## config.mk

```make
export PLATFORM = sky130hd
export DESIGN_NAME = sar_adc_conversion_sequencer
export DESIGN_NICKNAME = d
export VERILOG_FILES = /design/src/sar_seq_pkg.sv /design/src/sar_adc_conversion_sequencer.sv
export SDC_FILE = /design/constraint.sdc
export NUM_CORES = 1
export LEC_CHECK = 0
export ABC_AREA = 1
export BUFFER_PORTS_ARGS = -buffer_cell sky130_fd_sc_hd__clkbuf_2
export CAP_MARGIN = 20
export CORE_ASPECT_RATIO = 1.2
export CORE_MARGIN = 2
export CORE_UTILIZATION = 26
export CTS_CLUSTER_SIZE = 8
export DETAILED_ROUTE_END_ITERATION = 12
export GPL_ROUTABILITY_DRIVEN = 0
export PLACE_DENSITY = 0.42
export SLEW_MARGIN = 20
export SYNTH_ARGS = -nofsm -noshare
export SYNTH_HDL_FRONTEND = slang
export SYNTH_SLANG_ARGS = --single-unit
```

## constraint.sdc

```tcl
create_clock -name aclk -period 2.1 [get_ports aclk]
set_input_delay 0.105 -clock aclk [delete_from_list [all_inputs] [get_ports aclk]]
set_output_delay 0.105 -clock aclk [all_outputs]
set_load 0.03 [all_outputs]
```

## src/sar_seq_pkg.sv

```systemverilog
package sar_seq_pkg;

   // Register byte addresses.
   localparam logic [7:0] MAIN_CTRL_ADDR   = 8'h00;
   localparam logic [7:0] TIMING_CTRL_ADDR = 8'h04;
   localparam logic [7:0] RESULT_ADDR      = 8'h08;
   localparam logic [7:0] OFF_CTRL_ADDR    = 8'h0C;
   localparam logic [7:0] OFF_STATUS_ADDR  = 8'h10;
   localparam logic [7:0] IRQ_FLAGS_ADDR   = 8'h14;

   // Field positions inside the main control byte, the timing byte and the off and flag registers.
   localparam int CHAN_LSB  = 0;
   localparam int SRC_BIT   = 3;
   localparam int MODE_BIT  = 4;
   localparam int BUSY_BIT  = 6;
   localparam int GO_BIT    = 7;
   localparam int CTC_LSB   = 0;
   localparam int STC_LSB   = 3;
   localparam int OFF_BIT   = 0;
   localparam int DONE_BIT  = 0;

   // Reset values.
   localparam logic [7:0] MAIN_CTRL_RST   = 8'h00;
   localparam logic [5:0] TIMING_CTRL_RST = 6'h00;
   localparam logic [7:0] RESULT_RST      = 8'h00;

   // Timing figures in cycles of the system clock or converter clock; CNT_W is the divider counter width.
   localparam int SYNC_CYCLES   = 2;
   localparam int DIV_MAX       = 32;
   localparam int DIV_STEP      = 4;
   localparam int SAMPLE_BASE   = 2;
   localparam int SAMPLE_STEP   = 2;
   localparam int CONV_PERIODS  = 8;
   localparam int CNT_W         = 6;

   // AXI responses.
   localparam logic [1:0] RESP_OKAY   = 2'h0;
   localparam logic [1:0] RESP_SLVERR = 2'h2;

   typedef struct packed {
      logic       go;
      logic       busy;
      logic [1:0] repeat_select;
      logic       trigger_source_select;
      logic [2:0] input_channel_select;
   } main_ctrl_t;

   typedef struct packed {
      logic [2:0] sample_length_select;
      logic [2:0] conv_clock_divider_select;
   } timing_ctrl_t;

   typedef struct packed {
      logic       sample_en;
      logic       conv_clk_en;
      logic [2:0] channel;
      logic [7:0] trial_code;
   } front_end_t;

   typedef enum logic [2:0] {
      ST_IDLE,
      ST_SYNC,
      ST_SAMPLE,
      ST_CONV,
      ST_WRITE
   } seq_state_t;

endpackage

```

## src/sar_adc_conversion_sequencer.sv

```systemverilog
// Function
// RQ1: Trigger source zero: only the go bit starts conversions; trigger ignored.
// RQ2: Trigger source one: capture unit period trigger pulse starts conversions.
// RQ3: Writing one to go starts conversion on the selected channel.
// RQ4: Start begins sampling, sets busy and clears the go bit.
// RQ5: Repeat select zero is single mode (reset value); one is continuous.
// RQ6: Single mode completion raises the done flag and stores the result byte.
// RQ7: Continuous mode repeats conversions; go cleared only at the first start.
// RQ8: Continuous mode keeps busy until the last one; done flag every conversion.
// RQ9: Clearing repeat select ends continuous mode after the running conversion.
// RQ10: Channel changes in continuous mode apply to following conversions.
// RQ11: New starts are accepted only after the running conversion completes.
// RQ12: Software should let conversions finish before changing trigger source.
// RQ13: Power-down or the off request disables the converter.
// RQ14: An off request during conversion waits for that conversion to finish.
// RQ15: Software waits for conversions to finish before entering power-down.
// RQ16: Divider and sample length writes take effect from the next conversion.
// RQ17: Converter clock is system clock divided by 32 minus four per code.
// RQ18: Sample phase is two converter clocks plus two per code step.
// RQ19: Phases: sync two clocks, sample, eight approximation clocks, write.
// RQ20: Approximation end clears busy, sets done; result written next phase.
// RQ21: Only the low repeat select bit chooses the mode.
// RQ22: Off status reads one while disabled and converter clock is gated.
// RQ23: Go writes under hardware source never start; busy-time triggers dropped.
// RQ24: Channel is captured at sample start and held until completion.
module sar_adc_conversion_sequencer #(
   parameter int CHAN_W = 3
) (
   // Clock and reset.
   input  wire logic                      aclk,
   input  wire logic                      aresetn,
   // AXI4-Lite write address and data.
   input  wire logic [7:0]                s_axi_awaddr,
   input  wire logic                      s_axi_awvalid,
   output logic                           s_axi_awready,
   input  wire logic [31:0]               s_axi_wdata,
   input  wire logic [3:0]                s_axi_wstrb,
   input  wire logic                      s_axi_wvalid,
   output logic                           s_axi_wready,
   // AXI4-Lite write response.
   output logic [1:0]                     s_axi_bresp,
   output logic                           s_axi_bvalid,
   input  wire logic                      s_axi_bready,
   // AXI4-Lite read.
   input  wire logic [7:0]                s_axi_araddr,
   input  wire logic                      s_axi_arvalid,
   output logic                           s_axi_arready,
   output logic [31:0]                    s_axi_rdata,
   output logic [1:0]                     s_axi_rresp,
   output logic                           s_axi_rvalid,
   input  wire logic                      s_axi_rready,
   // Trigger and chip power state.
   input  wire logic                      capture_unit_period_trigger,
   input  wire logic                      chip_power_down,
   // Analog front end.
   input  wire logic                      comparator_high,
   output sar_seq_pkg::front_end_t        front_end,
   // Status lines.
   output logic                           conversion_done_irq_flag,
   output logic                           converter_off_state
);
   import sar_seq_pkg::*;

   // Elaboration checks: the counters below are sized for these ranges.
   if (CHAN_W < 1 || CHAN_W > 3) begin : g_chan_w_chk
      $error("CHAN_W must be between 1 and 3");
   end
   if (DIV_MAX >= 2 ** CNT_W || DIV_MAX < 7 * DIV_STEP + 2) begin : g_div_chk
      $error("Converter clock divider does not fit its counter");
   end
   if (SAMPLE_BASE + 7 * SAMPLE_STEP > 31) begin : g_sample_chk
      $error("Sample length does not fit its counter");
   end


   main_ctrl_t    main_reg;
   timing_ctrl_t  timing_reg;
   logic [7:0]    result_byte_reg;
   logic          off_request_reg;
   seq_state_t    state_reg;
   logic [CNT_W-1:0] div_cnt_reg;
   logic [CNT_W-1:0] div_len_reg;
   logic [4:0]    period_cnt_reg;
   logic [4:0]    sample_len_reg;
   logic [2:0]    bit_idx_reg;
   logic [7:0]    sar_reg;
   logic          aw_held_reg;
   logic          w_held_reg;
   logic [7:0]    aw_addr_reg;
   logic [31:0]   w_data_reg;
   logic [3:0]    w_strb_reg;

   logic          start;
   logic          tick;
   logic          last_period;
   logic          continue_run;
   logic          wr_fire;
   logic          wr_lane0;
   logic          go_write;
   logic          done_clear;
   logic          sync_last;
   logic          conv_last;
   logic          converter_on;

   function automatic logic addr_mapped(input logic [7:0] a);
      return a == MAIN_CTRL_ADDR || a == TIMING_CTRL_ADDR ||
             a == RESULT_ADDR || a == OFF_CTRL_ADDR ||
             a == OFF_STATUS_ADDR || a == IRQ_FLAGS_ADDR;
   endfunction

   function automatic logic [CNT_W-1:0] div_of(input logic [2:0] code);
      return CNT_W'(DIV_MAX - DIV_STEP * int'(code)); // RQ17
   endfunction

   function automatic logic [4:0] sample_of(input logic [2:0] code);
      return 5'(SAMPLE_BASE + SAMPLE_STEP * int'(code)); // RQ18
   endfunction

   // Starts are taken only from idle, so triggers during a run are dropped.
   always_comb begin
      start = 1'b0;
      // The off request blocks here too, else a start in the cycle that
      // raises the off status would run a conversion while reported off.
      if (state_reg == ST_IDLE && converter_on) begin // RQ11 RQ13
         if (main_reg.trigger_source_select) begin
            start = capture_unit_period_trigger; // RQ2 RQ23
         end else begin
            start = main_reg.go; // RQ1 RQ3
         end
      end
   end

   assign tick        = div_cnt_reg == div_len_reg - CNT_W'(1);
   assign last_period = period_cnt_reg == sample_len_reg - 5'd1;
   // An off request or power-down ends a continuous run at its next end.
   assign converter_on = !off_request_reg && !chip_power_down; // RQ13
   assign continue_run = main_reg.repeat_select[0] && // RQ21 RQ9
                         converter_on; // RQ14
   assign sync_last    = state_reg == ST_SYNC &&
                         period_cnt_reg == 5'(SYNC_CYCLES - 1);
   assign conv_last    = state_reg == ST_CONV && tick && bit_idx_reg == 3'h0;
   assign wr_fire  = aw_held_reg && w_held_reg && !s_axi_bvalid;
   assign wr_lane0 = wr_fire && w_strb_reg[0];
   assign go_write = wr_lane0 && aw_addr_reg == MAIN_CTRL_ADDR;
   assign done_clear = wr_lane0 && aw_addr_reg == IRQ_FLAGS_ADDR &&
                       w_data_reg[DONE_BIT];

   // Conversion phase sequencer.
   always_ff @(posedge aclk) begin
      if (!aresetn) begin
         state_reg      <= ST_IDLE;
         div_cnt_reg    <= '0;
         div_len_reg    <= div_of(3'h0);
         period_cnt_reg <= '0;
         sample_len_reg <= sample_of(3'h0);
         bit_idx_reg    <= 3'h7;
         sar_reg        <= 8'h00;
      end else begin
         unique case (state_reg)
            ST_IDLE: begin
               if (start) begin
                  state_reg      <= ST_SYNC;
                  period_cnt_reg <= '0;
               end
            end
            ST_SYNC: begin // RQ19
               period_cnt_reg <= period_cnt_reg + 5'd1;
               if (sync_last) begin
                  state_reg      <= ST_SAMPLE;
                  period_cnt_reg <= '0;
                  div_cnt_reg    <= '0;
                  // Timing fields are frozen per conversion.
                  div_len_reg    <= div_of(timing_reg.conv_clock_divider_select); // RQ16
                  sample_len_reg <= sample_of(timing_reg.sample_length_select); // RQ16
               end
            end
            ST_SAMPLE: begin
               div_cnt_reg <= tick ? '0 : div_cnt_reg + CNT_W'(1);
               if (tick) begin
                  period_cnt_reg <= period_cnt_reg + 5'd1;
                  if (last_period) begin
                     state_reg   <= ST_CONV;
                     bit_idx_reg <= 3'h7;
                     sar_reg     <= 8'h80;
                  end
               end
            end
            ST_CONV: begin // RQ19
               div_cnt_reg <= tick ? '0 : div_cnt_reg + CNT_W'(1);
               if (tick) begin
                  // The trial code reaches the front end a cycle late, which
                  // the divider of at least two hides from the comparator.
                  sar_reg[bit_idx_reg] <= comparator_high;
                  if (bit_idx_reg != 3'h0) begin
                     sar_reg[bit_idx_reg - 3'h1] <= 1'b1;
                     bit_idx_reg <= bit_idx_reg - 3'h1;
                  end else begin
                     state_reg <= ST_WRITE;
                  end
               end
            end
            ST_WRITE: begin
               period_cnt_reg <= '0;
               state_reg <= continue_run ? ST_SYNC : ST_IDLE; // RQ7 RQ9
            end
         endcase
      end
   end

   // Analog front end drive; the converter clock enable stops while off.
   always_ff @(posedge aclk) begin
      if (!aresetn) begin
         front_end <= '0;
      end else begin
         // Raised with the phase itself so the switch spans every sample
         // period; a late rise would cut the first period short.
         front_end.sample_en   <= sync_last || // RQ18
                                  (state_reg == ST_SAMPLE &&
                                   !(tick && last_period));
         front_end.conv_clk_en <= (state_reg == ST_SAMPLE || state_reg == ST_CONV)
                                  && tick; // RQ22
         front_end.trial_code  <= sar_reg;
         if (sync_last) begin
            front_end.channel <= 3'(main_reg.input_channel_select[CHAN_W-1:0]); // RQ24 RQ10
         end
      end
   end

   // Main control byte: go, busy and software fields.
   always_ff @(posedge aclk) begin
      if (!aresetn) begin
         main_reg <= MAIN_CTRL_RST; // RQ5
      end else begin
         if (go_write) begin
            main_reg.input_channel_select  <= w_data_reg[CHAN_LSB +: 3];
            main_reg.trigger_source_select <= w_data_reg[SRC_BIT];
            main_reg.repeat_select         <= w_data_reg[MODE_BIT +: 2];
         end
         if (start) begin
            main_reg.go <= 1'b0; // RQ4 RQ7
         end
         // A go write under the hardware source is dropped.
         if (go_write && w_data_reg[GO_BIT] &&
             !w_data_reg[SRC_BIT]) begin
            main_reg.go <= 1'b1; // RQ3 RQ23
         end
         // Busy rises with the sample phase; a continuous run keeps it up
         // through the write and sync gaps between conversions.
         if (state_reg == ST_SAMPLE && div_cnt_reg == '0 &&
             period_cnt_reg == '0) begin
            main_reg.busy <= 1'b1; // RQ4
         end
         if (conv_last && !continue_run) begin
            main_reg.busy <= 1'b0; // RQ20 RQ8
         end
      end
   end

   // Result byte and done flag; a set in the clearing cycle wins.
   always_ff @(posedge aclk) begin
      if (!aresetn) begin
         result_byte_reg          <= RESULT_RST;
         conversion_done_irq_flag <= 1'b0;
      end else begin
         if (state_reg == ST_WRITE) begin
            result_byte_reg <= sar_reg; // RQ6 RQ20
         end
         if (done_clear) begin
            conversion_done_irq_flag <= 1'b0;
         end
         if (conv_last) begin
            conversion_done_irq_flag <= 1'b1; // RQ6 RQ8 RQ20
         end
      end
   end

   // Timing fields may be written at any time.
   always_ff @(posedge aclk) begin
      if (!aresetn) begin
         timing_reg <= TIMING_CTRL_RST;
      end else if (wr_lane0 && aw_addr_reg == TIMING_CTRL_ADDR) begin
         timing_reg <= w_data_reg[5:0]; // RQ16
      end
   end

   // Off request and status; status rises only between conversions.
   always_ff @(posedge aclk) begin
      if (!aresetn) begin
         off_request_reg     <= 1'b0;
         converter_off_state <= 1'b0;
      end else begin
         if (wr_lane0 && aw_addr_reg == OFF_CTRL_ADDR) begin
            off_request_reg <= w_data_reg[OFF_BIT];
         end
         if (converter_on) begin
            converter_off_state <= 1'b0; // RQ22
         end else if (state_reg == ST_IDLE) begin
            converter_off_state <= 1'b1; // RQ13 RQ14
         end
      end
   end

   // AXI write channels: address and data are taken in either order.
   always_ff @(posedge aclk) begin
      if (!aresetn) begin
         s_axi_awready <= 1'b0;
         s_axi_wready  <= 1'b0;
         aw_held_reg   <= 1'b0;
         w_held_reg    <= 1'b0;
         aw_addr_reg   <= 8'h00;
         w_data_reg    <= 32'h0000_0000;
         w_strb_reg    <= 4'h0;
      end else begin
         s_axi_awready <= !s_axi_awready && s_axi_awvalid && !aw_held_reg;
         s_axi_wready  <= !s_axi_wready && s_axi_wvalid && !w_held_reg;
         if (s_axi_awvalid && s_axi_awready) begin
            aw_held_reg <= 1'b1;
            aw_addr_reg <= s_axi_awaddr;
         end
         if (s_axi_wvalid && s_axi_wready) begin
            w_held_reg <= 1'b1;
            w_data_reg <= s_axi_wdata;
            w_strb_reg <= s_axi_wstrb;
         end
         // A held pair waits for the pending response, so one write is open.
         if (wr_fire) begin
            aw_held_reg <= 1'b0;
            w_held_reg  <= 1'b0;
         end
      end
   end

   // Write response; unmapped addresses answer with a slave error.
   always_ff @(posedge aclk) begin
      if (!aresetn) begin
         s_axi_bvalid <= 1'b0;
         s_axi_bresp  <= RESP_OKAY;
      end else if (wr_fire) begin
         s_axi_bvalid <= 1'b1;
         s_axi_bresp  <= addr_mapped(aw_addr_reg) ? RESP_OKAY : RESP_SLVERR;
      end else if (s_axi_bready) begin
         s_axi_bvalid <= 1'b0;
      end
   end

   // Read channel; reserved bits read as zero.
   always_ff @(posedge aclk) begin
      if (!aresetn) begin
         s_axi_arready <= 1'b0;
         s_axi_rvalid  <= 1'b0;
         s_axi_rdata   <= 32'h0000_0000;
         s_axi_rresp   <= RESP_OKAY;
      end else begin
         s_axi_arready <= !s_axi_arready && s_axi_arvalid && !s_axi_rvalid;
         if (s_axi_arvalid && s_axi_arready) begin
            s_axi_rvalid <= 1'b1;
            s_axi_rresp  <= addr_mapped(s_axi_araddr) ? RESP_OKAY : RESP_SLVERR;
            unique case (s_axi_araddr)
               MAIN_CTRL_ADDR:   s_axi_rdata <= {24'h0, main_reg};
               TIMING_CTRL_ADDR: s_axi_rdata <= {26'h0, timing_reg};
               RESULT_ADDR:      s_axi_rdata <= {24'h0, result_byte_reg};
               OFF_CTRL_ADDR:    s_axi_rdata <= {31'h0, off_request_reg};
               OFF_STATUS_ADDR:  s_axi_rdata <= {31'h0, converter_off_state};
               IRQ_FLAGS_ADDR:   s_axi_rdata <= {31'h0, conversion_done_irq_flag};
               default:          s_axi_rdata <= 32'h0000_0000;
            endcase
         end else if (s_axi_rready) begin
            s_axi_rvalid <= 1'b0;
         end
      end
   end

endmodule

```

==> results.py <==
metrics = {
    "outcome": {
        "status": "finished, final reports clean",
    },
    "clocking": {
        "cts_tree": "yes",
        "clkSinkCount": 104,
        "clockBufferDepth": 2,
        "ctsRootBufferMaster": "clkbuf_16",
        "path_clk_slew_ns": 0.07,
        "cts_setup_buffers": 0,
        "cts_inserted_buffers": 9,
        "h-tree-depth": 3,
        "clkLatencyLatePin_ns": 0.35,
    },
    "global_route": {
        "grt_pass1_vias": 4096,
        "grt_antenna_before_repair": 0,
        "grt_overflow": 0,
        "grt_max_degree": 67,
        "grt_first_pass_wirelength_um": 20590,
        "gr-usage-all-layers_pct": 12.90,
    },
    "worst_setup_path": {
        "worstReg2RegStart": "div_len_reg[2]$_SDFFE_PN0P_",
        "rrSetupSlack_ns": 0.21,
        "arrival_ns": 2.12,
        "start_kind": "register",
        "cp_max_fo": 8,
        "worstRegToRegCells": 14,
        "worstSetupPathType": "reg -> reg",
        "required_ns": 2.33,
        "r2r-end": "period_cnt_reg[3]$_SDFFE_PN0P_",
        "critPathCaptureType": "register",
    },
    "worst_hold_path": {
        "hold_start": "s_axi_awaddr[4]",
        "hold_end": "aw_addr_reg[4]$_SDFFE_PN0P_",
        "min_path_cells": 3,
        "hold_class": "in -> reg",
    },
    "timing": {
        "slew_violations": 0,
        "finalClockSkew_ns": 0.01141,
        "slew_headroom_pct": 56.34,
        "rsz0062_at_grt": "no",
        "fin_setup_tns_ns": 0,
        "hold_violations": 0,
        "finalCritPeriodShare_pct": 89.93,
        "clock.fmax_mhz": 529.5,
        "period_minus_slack_ns": 1.888,
        "worst_slew_pin_slew_ns": 0.6549,
        "setup_viol": 0,
    },
    "power_and_ir_drop": {
        "seqPwrFrac_pct": 44.0,
        "net-switching-power_uw": 1556,
        "power_per_cell_area_nw_per_um2": 818.1,
        "swShare_pct": 32.24,
        "p_int_uw": 3271,
        "leakage_uw": 0.002589,
        "power_frac_clock_pct": 36.1,
        "vdd_drop_max_v": 0.0003415,
        "p_comb_share_pct": 19.9,
    },
    "detailed_routing": {
        "via_count": 4309,
        "wl_per_cell_um": 12.18,
        "drtIter0Drc": 164,
        "drt-total-wl_um": 12480,
        "ant_nets": 0,
        "viasPerCell": 4.208,
        "dr.pass1.iters": 4,
        "drc": 0,
    },
    "cells_and_area": {
        "antennaDiodeCount": 0,
        "final_common_cell": "nand2_1",
        "nets": 836,
        "largest_reg_flops": 13,
        "drive_above_1_share_pct": 14.58,
        "utilization_pct": 31.29,
        "area_growth_pct": 17.69,
        "final_cell_mix": "nand2_1 (124), dfxtp_1 (103), inv_1 (83), a21oi_1 (67), nor2_1 (67)",
        "largest-register": "front_end",
        "nFillCells": 2130,
    },
    "yosys": {
        "syn-instance-count": 695,
        "postSynthAreaPerCell_um2": 7.214,
        "yosysTopAreaCellShare_pct": 41.53,
        "ys.warnings.count": 0,
        "synth.area.top_cells": "dfxtp_1 (42%), nand2_1 (9.3%), a21oi_1 (6.7%), inv_1 (6.2%), o21ai_0 (6.1%)",
        "synth_seq_cells": 104,
        "netlist_area_um2": 5014,
        "seq_area_frac_synth_pct": 41.53,
        "synth_cell_types": 38,
        "synth_largest_area_cell": "dfxtp_1",
    },
    "floorplanning": {
        "core-area_um2": 18860,
        "fp.dieH_um": 156.1,
        "row_count": 55,
        "ios": 118,
        "die_x_um": 130.8,
        "start_util_pct": 26.59,
        "die_area_um2": 20410,
    },
    "run": {
        "maxCapViolCount": 0,
    },
    "place": {
        "hpwl_um": 9371,
        "io_buffers": 63,
    },
}
worst max path at each step:
stage                                           start                        endpoint  slack [ns]  cells past startpoint
after floorplan           div_len_reg[2]$_SDFFE_PN0P_  period_cnt_reg[3]$_SDFFE_PN0P_        0.40                     14
after global placement    div_len_reg[2]$_SDFFE_PN0P_  period_cnt_reg[2]$_SDFFE_PN0P_        0.13                     14
after detailed placement  div_len_reg[2]$_SDFFE_PN0P_  period_cnt_reg[3]$_SDFFE_PN0P_        0.14                     14
after CTS                 div_len_reg[2]$_SDFFE_PN0P_     bit_idx_reg[1]$_SDFFE_PN1P_        0.12                     13
after global routing      div_len_reg[2]$_SDFFE_PN0P_  period_cnt_reg[3]$_SDFFE_PN0P_        0.02                     14
final                     div_len_reg[2]$_SDFFE_PN0P_  period_cnt_reg[3]$_SDFFE_PN0P_        0.21                     14
cells in the mapped netlist:
library cell,n
nand2_1,124
dfxtp_1,104
inv_1,83
a21oi_1,67
nor2_1,67
o21ai_0,61
nand3_1,40
buf_4,26
nor3_1,13
o21ai_1,13
clkbuf_1,12
ha_1,11
inv_2,11
a211oi_1,7
mux2i_1,7
xor2_1,6
nand2_2,5
buf_2,4
o211ai_1,4
xnor2_1,4
nand4_1,3
buf_6,2
nor2_2,2
nor2_4,2
nor3_2,2
nor3_4,2
o22ai_1,2
a2111oi_0,1
a21boi_0,1
a41oi_1,1
buf_1,1
clkinv_1,1
conb_1,1
nand2_4,1
nand3_2,1
nand3b_1,1
o21bai_1,1
o31ai_1,1
cells by family (layout without fill, tap and decap cells):
family,count (synthesis),after routing,share of synthesized area (%)
AO/OA/AOI/OAI,159,159,16.77
XOR/XNOR,10,10,1.747
adder cells (fa/ha/maj),11,11,2.745
buffers and inverters,140,188,12.83
flip-flops,104,104,41.53
multiplexers,7,7,1.398
other,1,26,0.07480
AND/OR/NAND/NOR,263,263,22.91
stage by stage:
step	hold WS, ns	cells	total power [uW]	worst slack, ns	cell area (um2)
after floorplan	0.2233	720	2917	0.4042	5107
after CTS	0.003827	1024	4915	0.1189	5887
after global placement	0.3266	999	3136	0.1302	5494
after global routing	0.02824	1024	5123	0.02290	5901
final	0.01867	1024	4827	0.2116	5901
after detailed placement	0.3305	999	3126	0.1383	5494
power groups by stage:
stage	sequential (uW)	clock (uW)	combinational, uW
global placement	2180	0	960
CTS	2130	1820	970
floorplan	2190	0	723
global route	2140	1880	1100
detailed placement	2170	0	952
finish	2130	1740	959
final cells by class:
type / instances / area, um2 / area share, %
tap: 256 / 320.3 / 5.428
clock buffer: 9 / 225.2 / 3.817
timing repair buffer: 77 / 442.9 / 7.506
clock inverter: 7 / 77.57 / 1.315
inverter: 95 / 359.1 / 6.086
multi-input combinational: 476 / 2392 / 40.54
sequential: 104 / 2083 / 35.31
worst max-delay path, stage by stage, from the launching register on:
cell and delay (ns):
dfxtp_2 0.34, inv_1 0.06, ha_1 0.31, nand2_1 0.07, inv_1 0.03, nor2_1 0.07
nand2_1 0.08, nor2_2 0.13, nand2_4 0.11, nand2_2 0.09, nand2_2 0.08, nor2_4 0.19
inv_2 0.08, nand2_1 0.06, a21oi_1 0.06
per-layer routing:
layer / share of wire, % / global-route usage [%] / routed length [um]
met1: 45 / 15.41 / 5659
met5: 0 / 0 / 0
met2: 49 / 22.22 / 6064
met3: 4.1 / 3.155 / 506
met4: 2.0 / 4.762 / 246
repair_timing:
action                     in CTS  in global routing
hold endpoints to repair        9                  0
hold buffers                    9                  0
setup endpoints to repair       0                 18
resized for setup               0                  5
Power figures use the tool's default switching activity.
